### config.mk
export PLATFORM = sky130hd
export DESIGN_NAME = artimer
export DESIGN_NICKNAME = d
export VERILOG_FILES = /design/src/core/artimer_pkg.sv /design/src/core/artimer.sv
export SDC_FILE = /design/constraint.sdc
export NUM_CORES = 1
export LEC_CHECK = 0
export BUFFER_PORTS_ARGS = -buffer_cell sky130_fd_sc_hd__clkbuf_2
export CORE_UTILIZATION = 50
export DETAILED_ROUTE_END_ITERATION = 16
export GPL_ROUTABILITY_DRIVEN = 1
export PLACE_DENSITY = 0.88
export SLEW_MARGIN = 20
export SYNTH_ARGS = -nofsm -noshare
export SYNTH_HDL_FRONTEND = slang
export SYNTH_SLANG_ARGS = --single-unit
### constraint.sdc
create_clock -name clk -period 2.3 [get_ports clk]
set_input_delay 0.115 -clock clk [delete_from_list [all_inputs] [get_ports clk]]
set_output_delay 0.115 -clock clk [all_outputs]
set_load 0.1 [all_outputs]
### src/core/artimer_pkg.sv
// Package: register map, field layout, reset values and bus types of the reload timer
package artimer_pkg;

  // ****************************************
  // Register indices (byte address = 4 * index)
  // ****************************************
  localparam logic [7:0] IDX_MODE     = 8'hd5;
  localparam logic [7:0] IDX_FLAGS    = 8'hd6;
  localparam logic [7:0] IDX_CFG      = 8'hd7;
  localparam logic [7:0] IDX_RELOAD   = 8'hd9;
  localparam logic [7:0] IDX_COMPARE  = 8'hda;
  localparam logic [7:0] IDX_COUNTER  = 8'hdb;
  localparam logic [7:0] IDX_IRQ_STAT = 8'hdc;
  localparam logic [7:0] IDX_IRQ_CLR  = 8'hdd;
  localparam logic [7:0] IDX_IRQ_EN   = 8'hde;
  localparam int         ADDR_W       = 12;

  // ****************************************
  // Field positions
  // ****************************************
  localparam int FLAG_EDGE  = 2;
  localparam int FLAG_MATCH = 1;
  localparam int FLAG_ROLL  = 0;
  localparam int MODE_LOAD  = 7;
  localparam int MODE_TEN   = 6;
  localparam int MODE_PWMOE = 5;
  localparam int MODE_EIE   = 4;
  localparam int MODE_CPIE  = 3;
  localparam int MODE_OVIE  = 2;
  localparam int CFG_DIV_LSB = 5;
  localparam int CFG_RSVD    = 4;
  localparam int CFG_POL     = 3;
  localparam int CFG_EDGE_EN = 2;
  localparam int CFG_SRC_LSB = 0;

  // ****************************************
  // Reset values and counts
  // ****************************************
  localparam logic [7:0] MODE_RST    = 8'h00;
  localparam logic [7:0] CFG_RST     = 8'h00;
  localparam logic [7:0] DATA_RST    = 8'h00;
  localparam logic [2:0] FLAGS_RST   = 3'h0;
  localparam logic [6:0] PRESC_RST   = 7'h00;
  localparam logic [1:0] DIV3_LAST   = 2'h2;
  localparam logic [7:0] COUNT_MAX   = 8'hff;

  // ****************************************
  // Enumerations
  // ****************************************
  typedef enum logic [1:0] {
    MODE_AUTO_RELOAD  = 2'b00,
    MODE_CAPTURE      = 2'b01,
    MODE_CAPTURE_RST  = 2'b10,
    MODE_LOAD_ON_EDGE = 2'b11
  } mode_select_t;

  typedef enum logic [1:0] {
    SRC_INTERNAL = 2'b00,
    SRC_DIV3     = 2'b01,
    SRC_PIN      = 2'b10,
    SRC_NONE     = 2'b11
  } clock_source_select_t;

  // ****************************************
  // APB carriers
  // ****************************************
  typedef struct packed {
    logic              psel;
    logic              penable;
    logic              pwrite;
    logic [ADDR_W-1:0] paddr;
    logic [31:0]       pwdata;
  } apb_req_t;

  typedef struct packed {
    logic        pready;
    logic        pslverr;
    logic [31:0] prdata;
  } apb_rsp_t;

endpackage

### src/core/artimer.sv
// Reload timer: counter, prescaler, edge logic, event flags and APB register file
//
// The implementer's own choice: the APB interface to the registers.
`timescale 1ns/10ps
`default_nettype none

module artimer (
  // Clock and reset
  input  wire logic                 clk,
  input  wire logic                 rst_n,
  // APB slave
  input  wire artimer_pkg::apb_req_t apb_req,
  output var  artimer_pkg::apb_rsp_t apb_rsp,
  // Timer pin
  input  wire logic                 timer_input_pin,
  // Outputs
  output logic                      pwm_out,
  output logic                      irq
);

  // ****************************************
  // State
  // ****************************************
  logic [7:0] mode_q;
  logic [7:0] cfg_q;
  logic [7:0] reload_q;
  logic [7:0] compare_q;
  logic [7:0] timer_counter_q;
  logic [6:0] timer_prescaler_q;
  logic [1:0] div3_q;
  logic [2:0] flags_q;
  logic [2:0] irq_en_q;
  logic       pin_meta_q;
  logic       pin_sync_q;
  logic       pin_prev_q;
  logic       match_prev_q;
  logic       pwm_q;
  logic       pwm_out_q;
  logic       irq_q;
  logic       pready_q;
  logic       pslverr_q;
  logic [31:0] prdata_q;

  // ****************************************
  // Bus decode
  // ****************************************
  logic [7:0] idx;
  logic       aligned;
  logic       access;
  logic       mapped;
  logic [7:0] wdata;

  assign idx     = apb_req.paddr[9:2];
  assign aligned = (apb_req.paddr[1:0] == 2'b00)
                 && (apb_req.paddr[11:10] == 2'b00);
  assign access  = apb_req.psel && apb_req.penable && pready_q;
  assign wdata   = apb_req.pwdata[7:0];

  // Known register indices
  always_comb begin
    case (idx)
      artimer_pkg::IDX_MODE,
      artimer_pkg::IDX_FLAGS,
      artimer_pkg::IDX_CFG,
      artimer_pkg::IDX_RELOAD,
      artimer_pkg::IDX_COMPARE,
      artimer_pkg::IDX_COUNTER,
      artimer_pkg::IDX_IRQ_STAT,
      artimer_pkg::IDX_IRQ_CLR,
      artimer_pkg::IDX_IRQ_EN: mapped = aligned;
      default: mapped = 1'b0;
    endcase
  end

  // Write strobes, one per register except the interrupt status, which writes leave alone
  wire wr         = access && apb_req.pwrite && mapped;
  wire wr_mode    = wr && (idx == artimer_pkg::IDX_MODE);
  wire wr_flags   = wr && (idx == artimer_pkg::IDX_FLAGS);
  wire wr_cfg     = wr && (idx == artimer_pkg::IDX_CFG);
  wire wr_reload  = wr && (idx == artimer_pkg::IDX_RELOAD);
  wire wr_compare = wr && (idx == artimer_pkg::IDX_COMPARE);
  wire wr_counter = wr && (idx == artimer_pkg::IDX_COUNTER);
  wire wr_irq_clr = wr && (idx == artimer_pkg::IDX_IRQ_CLR);
  wire wr_irq_en  = wr && (idx == artimer_pkg::IDX_IRQ_EN);

  // ****************************************
  // Field views
  // ****************************************
  artimer_pkg::mode_select_t         mode_select;
  artimer_pkg::clock_source_select_t clock_source_select;
  logic [2:0] divider_select;
  logic       edge_detect_enable;
  logic       edge_polarity;
  logic       timer_enable;

  assign mode_select         = artimer_pkg::mode_select_t'(mode_q[1:0]);
  assign timer_enable        = mode_q[artimer_pkg::MODE_TEN];
  assign divider_select      = cfg_q[artimer_pkg::CFG_DIV_LSB +: 3];
  assign edge_detect_enable  = cfg_q[artimer_pkg::CFG_EDGE_EN];
  assign edge_polarity       = cfg_q[artimer_pkg::CFG_POL];
  assign clock_source_select =
    artimer_pkg::clock_source_select_t'(cfg_q[artimer_pkg::CFG_SRC_LSB +: 2]);

  // ****************************************
  // Pin synchroniser
  // ****************************************
  // Two stages, then one more for edge history
  always_ff @(posedge clk or negedge rst_n) begin
    if (!rst_n) begin
      pin_meta_q <= 1'b0;
      pin_sync_q <= 1'b0;
      pin_prev_q <= 1'b0;
    end else begin
      pin_meta_q <= timer_input_pin;
      pin_sync_q <= pin_meta_q;
      pin_prev_q <= pin_sync_q;
    end
  end

  wire pin_rise = pin_sync_q && !pin_prev_q;
  wire pin_fall = !pin_sync_q && pin_prev_q;
  // Edge only counts when enabled, polarity picks the direction
  wire edge_hit = edge_detect_enable
                && (edge_polarity ? pin_fall : pin_rise);

  // ****************************************
  // Clock source multiplexer
  // ****************************************
  // Divide-by-three runs freely from reset
  always_ff @(posedge clk or negedge rst_n) begin
    if (!rst_n) begin
      div3_q <= 2'h0;
    end else if (div3_q == artimer_pkg::DIV3_LAST) begin
      div3_q <= 2'h0;
    end else begin
      div3_q <= div3_q + 2'h1;
    end
  end

  logic src_tick;

  always_comb begin
    case (clock_source_select)
      artimer_pkg::SRC_INTERNAL: src_tick = 1'b1;
      artimer_pkg::SRC_DIV3:     src_tick = (div3_q == artimer_pkg::DIV3_LAST);
      artimer_pkg::SRC_PIN:      src_tick = pin_rise;
      default:                   src_tick = 1'b0;
    endcase
  end

  // ****************************************
  // Prescaler tap
  // ****************************************
  // Terminal when the low select bits are all ones
  wire [6:0] tap_mask   = 7'((8'h01 << divider_select) - 8'h01);
  wire       presc_term = ((timer_prescaler_q & tap_mask) == tap_mask);
  wire       step       = timer_enable && src_tick && presc_term;

  // ****************************************
  // Counter load sources
  // ****************************************
  wire overflow  = step && (timer_counter_q == artimer_pkg::COUNT_MAX);
  wire capture   = edge_hit && ((mode_select == artimer_pkg::MODE_CAPTURE)
                 || (mode_select == artimer_pkg::MODE_CAPTURE_RST));
  wire cap_reset = edge_hit && (mode_select == artimer_pkg::MODE_CAPTURE_RST);
  wire edge_load = edge_hit && (mode_select == artimer_pkg::MODE_LOAD_ON_EDGE);
  wire tcld      = wr_mode && wdata[artimer_pkg::MODE_LOAD];
  wire load_any  = overflow || cap_reset || edge_load || tcld
                 || wr_counter || wr_reload;

  // Prescaler counts source ticks; select writes leave it alone
  always_ff @(posedge clk or negedge rst_n) begin
    if (!rst_n) begin
      timer_prescaler_q <= artimer_pkg::PRESC_RST;
    end else if (load_any) begin
      timer_prescaler_q <= artimer_pkg::PRESC_RST;
    end else if (timer_enable && src_tick) begin
      timer_prescaler_q <= timer_prescaler_q + 7'h01;
    end
  end

  // Live counter keeps its value over reset
  always_ff @(posedge clk) begin
    if (wr_counter) begin
      timer_counter_q <= wdata;
    end else if (wr_reload) begin
      timer_counter_q <= wdata;
    end else if (tcld || edge_load) begin
      timer_counter_q <= reload_q;
    end else if (cap_reset) begin
      timer_counter_q <= 8'h00;
    end else if (overflow) begin
      timer_counter_q <= reload_q;
    end else if (step) begin
      timer_counter_q <= timer_counter_q + 8'h01;
    end
  end

  // ****************************************
  // Reload and compare registers
  // ****************************************
  // Reload takes software data or a capture of the count
  always_ff @(posedge clk or negedge rst_n) begin
    if (!rst_n) begin
      reload_q <= artimer_pkg::DATA_RST;
    end else if (wr_reload) begin
      reload_q <= wdata;
    end else if (capture) begin
      reload_q <= timer_counter_q;
    end
  end

  // Software settings: compare, mode, clock and edge, interrupt enable
  always_ff @(posedge clk or negedge rst_n) begin
    if (!rst_n) begin
      compare_q <= artimer_pkg::DATA_RST;
      mode_q    <= artimer_pkg::MODE_RST;
      cfg_q     <= artimer_pkg::CFG_RST;
      irq_en_q  <= artimer_pkg::FLAGS_RST;
    end else begin
      if (wr_compare) begin
        compare_q <= wdata;
      end
      if (wr_mode) begin
        mode_q <= {1'b0, wdata[6:0]}; // Load bit is a strobe
      end
      if (wr_cfg) begin
        cfg_q <= wdata; // Reserved bit stored as written
      end
      if (wr_irq_en) begin
        irq_en_q <= wdata[2:0];
      end
    end
  end

  // ****************************************
  // Event flags
  // ****************************************
  logic       match_now;
  logic [2:0] set_ev;
  logic [2:0] keep;

  // Rising of equality is the match event
  assign match_now = (timer_counter_q == compare_q);

  always_ff @(posedge clk or negedge rst_n) begin
    if (!rst_n) begin
      match_prev_q <= 1'b0;
    end else begin
      match_prev_q <= match_now;
    end
  end

  // A stopped timer raises no match, so a count never loaded stays quiet
  assign set_ev = {edge_hit, match_now && !match_prev_q && timer_enable, overflow};

  // Zeros clear through the flags register, ones through the clear register
  always_comb begin
    keep = 3'b111;
    if (wr_flags) begin
      keep = keep & wdata[2:0];
    end
    if (wr_irq_clr) begin
      keep = keep & ~wdata[2:0];
    end
  end

  // Hardware set wins over a clear in the same cycle
  always_ff @(posedge clk or negedge rst_n) begin
    if (!rst_n) begin
      flags_q <= artimer_pkg::FLAGS_RST;
    end else begin
      flags_q <= (flags_q & keep) | set_ev;
    end
  end

  // ****************************************
  // Interrupt and PWM outputs
  // ****************************************
  wire [2:0] mode_en = mode_q[artimer_pkg::MODE_OVIE +: 3];

  always_ff @(posedge clk or negedge rst_n) begin
    if (!rst_n) begin
      irq_q <= 1'b0;
    end else begin
      irq_q <= |(flags_q & mode_en & irq_en_q);
    end
  end

  // Overflow sets the wave, a match resets it; pin copy gated by its enable
  always_ff @(posedge clk or negedge rst_n) begin
    if (!rst_n) begin
      pwm_q     <= 1'b0;
      pwm_out_q <= 1'b0;
    end else begin
      pwm_out_q <= pwm_q && mode_q[artimer_pkg::MODE_PWMOE];
      if (overflow) begin
        pwm_q <= 1'b1;
      end else if (set_ev[artimer_pkg::FLAG_MATCH]) begin
        pwm_q <= 1'b0;
      end
    end
  end

  assign irq     = irq_q;
  assign pwm_out = pwm_out_q;

  // ****************************************
  // APB answer
  // ****************************************
  logic [7:0] rd_byte;

  always_comb begin
    case (idx)
      artimer_pkg::IDX_MODE:     rd_byte = mode_q;
      artimer_pkg::IDX_FLAGS:    rd_byte = {5'h00, flags_q};
      artimer_pkg::IDX_CFG:      rd_byte = cfg_q;
      artimer_pkg::IDX_RELOAD:   rd_byte = reload_q;
      artimer_pkg::IDX_COMPARE:  rd_byte = compare_q;
      artimer_pkg::IDX_COUNTER:  rd_byte = timer_counter_q;
      artimer_pkg::IDX_IRQ_STAT: rd_byte = {5'h00, flags_q};
      artimer_pkg::IDX_IRQ_EN:   rd_byte = {5'h00, irq_en_q};
      default:                   rd_byte = 8'h00;
    endcase
  end

  // One wait state: ready rises in the second access cycle
  always_ff @(posedge clk or negedge rst_n) begin
    if (!rst_n) begin
      pready_q  <= 1'b0;
      pslverr_q <= 1'b0;
      prdata_q  <= 32'h0000_0000;
    end else begin
      pready_q  <= apb_req.psel && apb_req.penable && !pready_q;
      pslverr_q <= apb_req.psel && apb_req.penable && !pready_q && !mapped;
      if (apb_req.psel && apb_req.penable && !pready_q
          && !apb_req.pwrite && mapped) begin
        prdata_q <= {24'h00_0000, rd_byte};
      end else begin
        prdata_q <= 32'h0000_0000;
      end
    end
  end

  assign apb_rsp.pready  = pready_q;
  assign apb_rsp.pslverr = pslverr_q;
  assign apb_rsp.prdata  = prdata_q;

endmodule

`default_nettype wire

==> reports/results.txt, run 1 <==
Outcome: complete, but fails checks
Violated checks: negative setup slack
Clk Latency, worst-skew pair: 360 ps
Diode count: 0
Layout cells sized above 1: 32.3%
Max incr delay on CP: 390 ps
Top Ports: 86
Vias in the first global route: 3413
Endpoints failing setup: 6
DP Wirelength: 7.34 mm
DRC: 0
Path depth of the worst reg2reg path: 8
All-Layer GR Usage: 26.1%
Hold path depth: 3
Number of library cell types mapped by synthesis: 67
Mean Syn Cell Area: 10.4 um^2
Core Util, Final: 62.3%
Max frequency: 419 MHz
Post-synthesis xor/xnor area fraction: 4.24%
Critical-path cell list: or3_4, ha_4, nor2_4, a31oi_4, and3_4, nand4_1, a32o_1, a21o_1
# fillers: 605
CTS tree: yes
FF-to-FF setup slack: -90 ps
Hold Path Class: primary input to flip-flop
Port bufs: 37
Pre-antenna DRT Iters: 6
Top FF cell, synth: dfrtp_1
CTS root buffer: clkbuf_8
Worst-Margin Slew: 729 ps
Post-DRT Antenna Nets: 0
Initial Util: 52.6%
Peak supply drop: 331 uV
Worst setup SP type: flip-flop
Placed insts: 548
Max clock buf depth: 2
Clk pin slew, worst setup/hold paths: 80 ps
Non-filler instance count after layout: 569
Top cell family by delay on the critical path: simple AND/OR/NAND/NOR gates
Seq cells post-synth: 71
Critical path fanouts, max: 4
Hold path endpoint: pslverr_q
Synth Area in Compound Gates: 11.9%
Routed wire per std cell: 18.7 um
CTS H-Tree Depth: 3
DIE WIDTH: 92.9 um
WP data arrival: 2500 ps
Gpl congestion: 0.927
Critical Setup Path Class: flip-flop to flip-flop
Reg-to-reg startpoint: cfg_q[7]
Async SR Flop Fraction: 88.7%
Max-cap violation count: 0
Layout area overhead: 18.5%
Total core area: 7850 um^2
Crit-path slowest cell: or3_4
Largest net degree at the start of global routing: 29
Synth Instances: 398
Synth Area in Simple Gates: 17.5%
DIE AREA: 8630 um^2
Area of the multi-input gates: 2210 um^2
Main combinational cell family by area after synthesis: simple AND/OR/NAND/NOR gates
Seq/Total Area, Yosys: 44.0%
Leakage: 2.27 nW
Critical Path RT: 2420 ps
Critical Path End Type: flip-flop
DP Area: 4520 um^2
Via count: 3429
Nets: 517
Post-synth EDFFs: 8
Sink Count: 71
Final worst path period share: 104%
Vias per cell: 6.03
Initial antenna violation count: 0
Inserted Clock Buffers: 9
Post-Syn Area: 4130 um^2
Final Cell Area: 4890 um^2
Chip height: 92.9 um
Grt total ovfl: 0
Reg2reg end: timer_counter_q[1]
Post-synthesis mux area share: 13.2%
Hold Fails Final Rpt: 0
RSZ-0062 raised after global routing: yes
Min Tclk post-route: 2390 ps
Area share of fa/ha/maj cells after synthesis: 1.52%
Ys Warns: 0
Pwr dens: 715 nW/um^2
Slew headroom: 50.7%
First-pass GRT wire length: 16.8 mm
Pins Over Slew Limit: 0
Reg area: 1820 um^2
PnR worst setup slack: -86.3 ps
HP Start: apb_req[46]
Post-Route Skew: 9.69 ps
1st-iter DRT viols: 262
WL final: 10.6 mm
Buf/Inv on CP: 0
# rows: 32
[per-stage QoR]
step / setup slack [ps] / hold slack (ps) / power (mW) / TNS (ps)
floorplan: -69.3 / -181 / 2.14 / -98.2
global placement: -12.7 / 57.7 / 2.29 / -98.2
detailed placement: -57.3 / 67.7 / 2.33 / -311
CTS: -36.3 / 0.0577 / 3.48 / -84.9
global route: -141 / 12.9 / 3.63 / -660
finish: -86.3 / 11.2 / 3.50 / -342
[Yosys cell counts (all sizes together), types with 8 or more instances]
master	instances	share of area, %
xnor2	15	3.2
mux2i	13	3.2
buf	30	5.3
mux2	34	10
edfxtp	8	5.8
o21ai	8	0.97
a221oi	8	2.1
nor2	44	4.0
clkbuf	14	1.5
nand4	8	1.2
nand2	23	2.1
a21oi	15	1.8
a22oi	12	2.2
nand3	8	0.97
dfrtp	63	38
[power by group]
| part | total [mW] | switching [mW] | internal (mW) |
|---|---|---|---|
| combinational | 0.872 | 0.541 | 0.331 |
| sequential | 1.52 | 0.128 | 1.39 |
| clock | 1.10 | 0.491 | 0.613 |
[tightest hold or removal path: cells and delay by family]
family | cells | cell delay [ps]
and+or+nand+nor | 2 | 130
buffers and inverters | 1 | 90
[state kept, by name (all words and copies together), names as in the netlist, 2 cells and up]
| signal | count |
|---|---|
| cfg_q | 8 |
| compare_q | 8 |
| div3_q | 2 |
| flags_q | 3 |
| irq_en_q | 3 |
| mode_q | 7 |
| prdata_q | 8 |
| reload_q | 8 |
| timer_counter_q | 8 |
| timer_prescaler_q | 7 |
[cell families after synthesis]
logic type                 count (synthesis)
and+or+nand+nor                          136
buffers and inverters                     51
muxes                                     47
AOI/OAI and AO/OA                         67
other                                      1
DFF                                       71
xor gates and xnor gates                  20
adders and majority gates                  5
[cell type report]
class | instances | area share [%]
timing repair buffer | 74 | 10.0
clock inverter | 7 | 1.97
inverter | 7 | 0.537
multi-input combinational | 299 | 45.2
tap | 102 | 2.61
sequential | 71 | 37.1
clock buffer | 9 | 2.53
[placed cells by master (no fill, tap or decap), types with 8 or more instances in the layout]
cell type	instances
clkbuf_8	9
buf_4	31
dfrtp_1	63
xnor2_1	15
mux2_4	9
a22oi_1	12
clkbuf_2	37
nand3_1	8
nor2_1	41
a21oi_1	15
nand4_1	8
mux2i_1	13
conb_1	24
edfxtp_1	8
mux2_2	25
nand2_1	21
[worst max path at each step]
stage | cells past startpoint | slack, ps | endpoint | startpoint
2_1_floorplan | 9 | -70 | timer_counter_q[1] | cfg_q[7]
3_3_place_gp | 7 | -10 | compare_q[4] | apb_req[33]
3_5_place_dp | 9 | -60 | timer_counter_q[4] | cfg_q[7]
4_1_cts | 9 | -40 | timer_counter_q[4] | cfg_q[7]
5_1_grt | 8 | -140 | timer_counter_q[1] | cfg_q[7]
6_report | 8 | -90 | timer_counter_q[1] | cfg_q[7]
[routing by layer]
layer	part of all wire (%)	GRT usage, %	vias up
li1	-	-	1518
met1	38	30.9	1658
met4	3.9	13.8	0
met2	50	43.0	210
met3	8.6	7.06	43
met5	0	0	-
[what timing repair did]
| action | in CTS | in global routing |
|---|---|---|
| pin swaps | 4 | 8 |
| resized for setup | 6 | 21 |
| setup buffers | 1 | 3 |
| gates cloned | 0 | 0 |
| hold buffers | 3 | 0 |
| endpoints found under the setup margin | 5 | 23 |
| hold endpoints to repair | 17 | 0 |
No activity file was read; power rests on OpenSTA's default activity.
==> run 2: changes to the inputs <==
Settings changed: ABC_AREA from default to 1.
==> reports/results.txt, run 2 <==
Outcome: complete, but fails checks
Violated checks: negative setup slack
Worst setup SP type: flip-flop
Post-DRT Antenna Nets: 0
Leakage: 2.46 nW
Top cell family by delay on the critical path: simple AND/OR/NAND/NOR gates
Clk Latency, worst-skew pair: 360 ps
Commonest non-fill, non-tap cell in the layout: nand2_1
CTS root buffer: clkbuf_8
Hold slack: 4.40 ps
Hold Fails Final Rpt: 0
Path depth of the worst reg2reg path: 14
DP Area: 4560 um^2
Seq/Total Area, Yosys: 42.8%
Ys Warns: 0
PnR worst setup slack: -82.9 ps
Post-synth EDFFs: 8
Peak supply drop: 184 uV
WP data arrival: 2500 ps
Hold path depth: 3
RSZ-0062 raised after global routing: yes
Via count: 3987
Pins Over Slew Limit: 0
Initial Util: 51.7%
DRC: 0
Top Ports: 86
Routed wire per std cell: 15.4 um
Layout cells sized above 1: 19.8%
Commonest cells in the netlist: nand2_1 (154), dfrtp_1 (63), inv_1 (58), nor2_1 (55), nand3_1 (41)
Post-synth top area share: 37.1%
Setup_tns: -1100 ps
Post-Syn Area: 4240 um^2
Nets: 668
Async SR Flop Fraction: 88.7%
Gpl congestion: 0.946
Vias per cell: 5.52
Post-Route Skew: 8.82 ps
Critical Path RT: 2420 ps
Max frequency: 420 MHz
Pre-antenna DRT Iters: 6
Max-cap violation count: 0
Clk pin slew, worst setup/hold paths: 70 ps
Seq cells post-synth: 71
Inserted Clock Buffers: 9
Mean Syn Cell Area: 7.79 um^2
Critical Path End Type: flip-flop
Total core area: 8220 um^2
Worst-Margin Slew: 627 ps
Final worst path period share: 104%
Synth area leaders: dfrtp_1 (37%), nand2_1 (14%), edfxtp_1 (5.7%)
Port bufs: 37
Min Tclk post-route: 2380 ps
WL final: 11.1 mm
Hold Path Class: primary input to flip-flop
Initial antenna violation count: 0
Pwr dens: 508 nW/um^2
Synth Area in Simple Gates: 31.6%
Buf/Inv on CP: 0
All-Layer GR Usage: 25.6%
Largest net degree at the start of global routing: 39
Most frequent cells in the layout: nand2_1 (153), dfrtp_1 (63), inv_1 (57), nor2_1 (53), nand3_1 (38)
Max clock buf depth: 2
Synth area leader: dfrtp_1
DIE AREA: 8860 um^2
Top-count cell post-synth: nand2_1
Layout area overhead: 15.2%
CTS tree: yes
Area share of fa/ha/maj cells after synthesis: 1.47%
Synth Area in Compound Gates: 9.64%
Slew headroom: 58.2%
Endpoints failing setup: 16
First-pass GRT wire length: 17.2 mm
Post-synthesis xor/xnor area fraction: 2.48%
Chip height: 94.1 um
1st-iter DRT viols: 422
Synth Instances: 545
Crit-path slowest cell: dfrtp_1
Critical path fanouts, max: 8
Diode count: 0
Stages on worst setup path: 14
CTS H-Tree Depth: 3
Sink Count: 71
Number of library cell types mapped by synthesis: 41
DP Wirelength: 7.87 mm
DIE WIDTH: 94.1 um
Top FF cell, synth: dfrtp_1
Final Cell Area: 4890 um^2
Max incr delay on CP: 440 ps
# rows: 33
Grt total ovfl: 0
Pre-CTS WS: 54.0 ps
# fillers: 695
Critical-path cell list: nor2_2, nand2_2, ha_4, nor2_2, a21oi_2, nand3_2, nor2_4, nand3_4, nand2_1, nand2_1, nand2_1, nor2_1, nor2_1, nor2_1
Vias in the first global route: 3640
Main combinational cell family by area after synthesis: simple AND/OR/NAND/NOR gates
Post-synthesis mux area share: 0.236%
Critical Setup Path Class: flip-flop to flip-flop
==> run 2: changes by cell type in the layout (fill, tap and decap cells not counted), sizes merged, moves of 9 or more <==
cell,change
nand3,+36
xnor2,-13
o21ai,+20
nand2,+140
inv,+53
nor2,+20
a22oi,-12
mux2,-34
mux2i,-12
nand4,+9
==> run 2: what timing repair did <==
| item | 4_1_cts | 5_1_grt |
|---|---|---|
| hold buffers | 2 | 0 |
| gates resized for setup | 5 | 11 |
| endpoints found under the hold margin | 26 | 0 |
| pin swaps | 3 | 11 |
| setup buffers | 4 | 3 |
| cloned | 1 | 0 |
| endpoints found under the setup margin | 16 | 16 |
==> run 2: stage by stage <==
step,util [%],power (mW),cells
finish,59.5,2.48,722
global route,59.5,2.56,722
floorplan,-,1.55,568
detailed placement,55.5,1.58,697
global placement,55.5,1.58,697
CTS,58.6,2.48,719
==> run 2: report_power, final <==
part           switching (mW)  internal [mW]
Clock                   0.441          0.483
Combinational           0.252         0.0319
Sequential            0.00310           1.27
==> run 2: kinds of logic after synthesis <==
group                    Yosys count
flip-flops                        71
buffers and inverters             95
AO/OA/AOI/OAI                     62
AND/OR/NAND/NOR                  298
XOR/XNOR                          12
adder cells (fa/ha/maj)            5
other                              1
multiplexers                       1
==> run 2: final timing paths <==
| kind | from | to | slack [ps] |
|---|---|---|---|
| setup / recovery | cfg_q[6] | timer_counter_q[0] | -80 |
| hold / removal | apb_req[6] | reload_q[6] | 4 |
| setup reg to reg | cfg_q[6] | timer_counter_q[0] | -80 |
| hold reg to reg | pin_meta_q | pin_sync_q | 360 |
| max in group asynchronous | rst_n | compare_q[1] | 1370 |
| min in group asynchronous | rst_n | prdata_q[5] | 310 |
==> run 2: area by class of cell <==
| cell class | count | area (um^2) | area share [%] |
|---|---|---|---|
| Clock buffer | 15 | 178 | 3.64 |
| Multi-Input combinational cell | 402 | 2080 | 42.7 |
| Tap cell | 105 | 131 | 2.69 |
| Inverter | 62 | 235 | 4.81 |
| Sequential cell | 71 | 1820 | 37.2 |
| Timing Repair Buffer | 67 | 442 | 9.04 |
==> run 2: worst reg2reg max path: cells and delay by family (launching register included) <==
family	cells	cell delay, ps
and+or+nand+nor	12	1230
adders and majority gates	1	280
AOI/OAI and AO/OA	1	200
DFF	1	440
==> run 2: per-layer routing <==
metal | part of all wire [%] | vias up | track usage, %
met5 | 0 | - | 0
met4 | 3.5 | 0 | 13.7
met3 | 8.1 | 41 | 4.13
met2 | 49 | 235 | 42.7
met1 | 39 | 1853 | 31.8
li1 | - | 1858 | -
==> run 3: changes to the inputs <==
Clock period 2.3 ns to 1.9 ns, I/O delays scaled along.
==> reports/results.txt, run 3 (synthesis gave the netlist of run 2 again) <==
Max clock buf depth: 2
Worst-Margin Slew: 696 ps
First-pass GRT wire length: 19.6 mm
Post-DRT Antenna Nets: 0
Vias in the first global route: 4143
Critical Path End Type: flip-flop
Pins Over Slew Limit: 0
Violated checks: negative setup slack
Path depth of the worst reg2reg path: 14
Inserted Clock Buffers: 9
1st-iter DRT viols: 506
Worst setup SP type: flip-flop
Grt total ovfl: 0
Final worst path period share: 120%
Diode count: 0
Total core area: 8220 um^2
Sequential power share: 45.7%
Layout cells sized above 1: 26.7%
Met3 wire length: 1.16 mm
Non-filler instance count after layout: 752
Clock network power share: 43.7%
WP data arrival: 2510 ps
Top layer in use: met4
Initial antenna violation count: 0
Hold Fails Final Rpt: 0
Hold Path Class: primary input to flip-flop
Stages on worst setup path: 14
CTS tree: yes
Via count: 4294
Switching share of power: 27.6%
DR WL met2: 5.96 mm
Vias per cell: 5.71
Clk Latency, worst-skew pair: 360 ps
Max frequency: 439 MHz
DP Wirelength: 8.43 mm
# rows: 33
Endpoints failing setup: 25
Gpl congestion: 0.976
CTS H-Tree Depth: 3
WL final: 12.5 mm
Metal-1 WL: 4.88 mm
Critical Setup Path Class: flip-flop to flip-flop
Switching power: 930 uW
Reg2reg end: timer_counter_q[4]
Port bufs: 37
Min Tclk post-route: 2280 ps
HP Start: apb_req[3]
Initial Util: 51.7%
Reg-to-reg startpoint: cfg_q[6]
Crit-path slowest cell: dfrtp_1
Peak supply drop: 382 uV
Most frequent cells in the layout: nand2_1 (144), dfrtp_1 (63), inv_1 (56), nor2_1 (47), buf_4 (47)
All-Layer GR Usage: 29.1%
DIE WIDTH: 94.1 um
Max incr delay on CP: 430 ps
Outcome: complete, but fails checks
Critical-path cell list: inv_1, nand3_2, ha_4, nor2_4, a21oi_2, nand3_2, nor2_4, buf_12, nand4_1, a21oi_2, nand2_1, nand3_2, nand2_1, inv_1
Cell mode on critical path: nand3_2
Post-Route Skew: 20.2 ps
Placed insts: 719
Pwr Total: 3.37 mW
Hold path endpoint: reload_q[3]
Critical Path RT: 2130 ps
FF-to-FF setup slack: -380 ps
Comb pwr share: 10.6%
DRC: 0
Chip height: 94.1 um
Max-cap violation count: 0
Sink Count: 71
Layout area overhead: 25.2%
Critical path fanouts, max: 5
Largest net degree at the start of global routing: 29
Pre-antenna DRT Iters: 5
Pwr dens: 634 nW/um^2
Routed wire per std cell: 16.6 um
Buf/Inv on CP: 3
Slew headroom: 53.6%
Setup_tns: -7610 ps
Int Pwr: 2.44 mW
CTS root buffer: clkbuf_8
Nets: 697
Hold path depth: 3
Commonest non-fill, non-tap cell in the layout: nand2_1
Top Ports: 86
PnR worst setup slack: -380 ps
Clk pin slew, worst setup/hold paths: 80 ps
Top cell family by delay on the critical path: simple AND/OR/NAND/NOR gates
Leakage: 2.66 nW
RSZ-0062 raised after global routing: yes
DIE AREA: 8860 um^2
run 3: timing repair:
item | CTS | global route
gates cloned | 1 | 0
gates resized for setup | 14 | 26
pin swaps | 11 | 22
hold buffers | 5 | 0
setup endpoints to repair | 23 | 25
hold endpoints to repair | 30 | 0
buffers inserted | 10 | 3
run 3: how the worst max path moves through the flow:
stage / start / end / slack (ps)
after floorplan: cfg_q[6] / timer_counter_q[0] / -130
after global placement: cfg_q[5] / timer_counter_q[2] / -110
after detailed placement: cfg_q[6] / timer_prescaler_q[4] / -220
after CTS: cfg_q[6] / timer_counter_q[2] / -290
after global routing: cfg_q[6] / timer_counter_q[5] / -470
final: cfg_q[6] / timer_counter_q[4] / -380
run 3: worst min-delay path, stage by stage:
cell and delay [ps]:
clkbuf_2 100, nand2_1 50, nand3_1 70
run 3: power groups by stage:
stage	clock [mW]	combinational, mW	sequential (mW)
2_1_floorplan	0	0.303	1.57
3_3_place_gp	0	0.342	1.57
3_5_place_dp	0	0.347	1.57
4_1_cts	1.46	0.356	1.54
5_1_grt	1.54	0.376	1.54
6_report	1.47	0.357	1.54
run 3: metrics by stage:
stage               cell area, um^2  util, %  hold slack (ps)  setup slack (ps)
detailed placement             4790     58.3              165              -222
global route                   5320     64.7             10.7              -472
global placement               4790     58.3              168              -109
floorplan                      4360        -             -201              -125
CTS                            5240     63.7             1.60              -293
finish                         5320     64.7             2.09              -380
run 3: per-layer routing:
metal | vias to the layer above | track usage (%)
li1 | 1917 | -
met1 | 1998 | 36.4
met2 | 317 | 48.0
met3 | 62 | 6.55
met4 | 0 | 13.1
met5 | - | 0
run 3: area by class of cell:
cell class,instances,area (um^2)
Multi-Input combinational cell,402,2180
Inverter,62,235
Timing Repair Buffer,96,711
Sequential cell,71,1820
Tap cell,105,131
Fill cell,616,2900
Clock inverter,4,76.3
Clock buffer,12,166
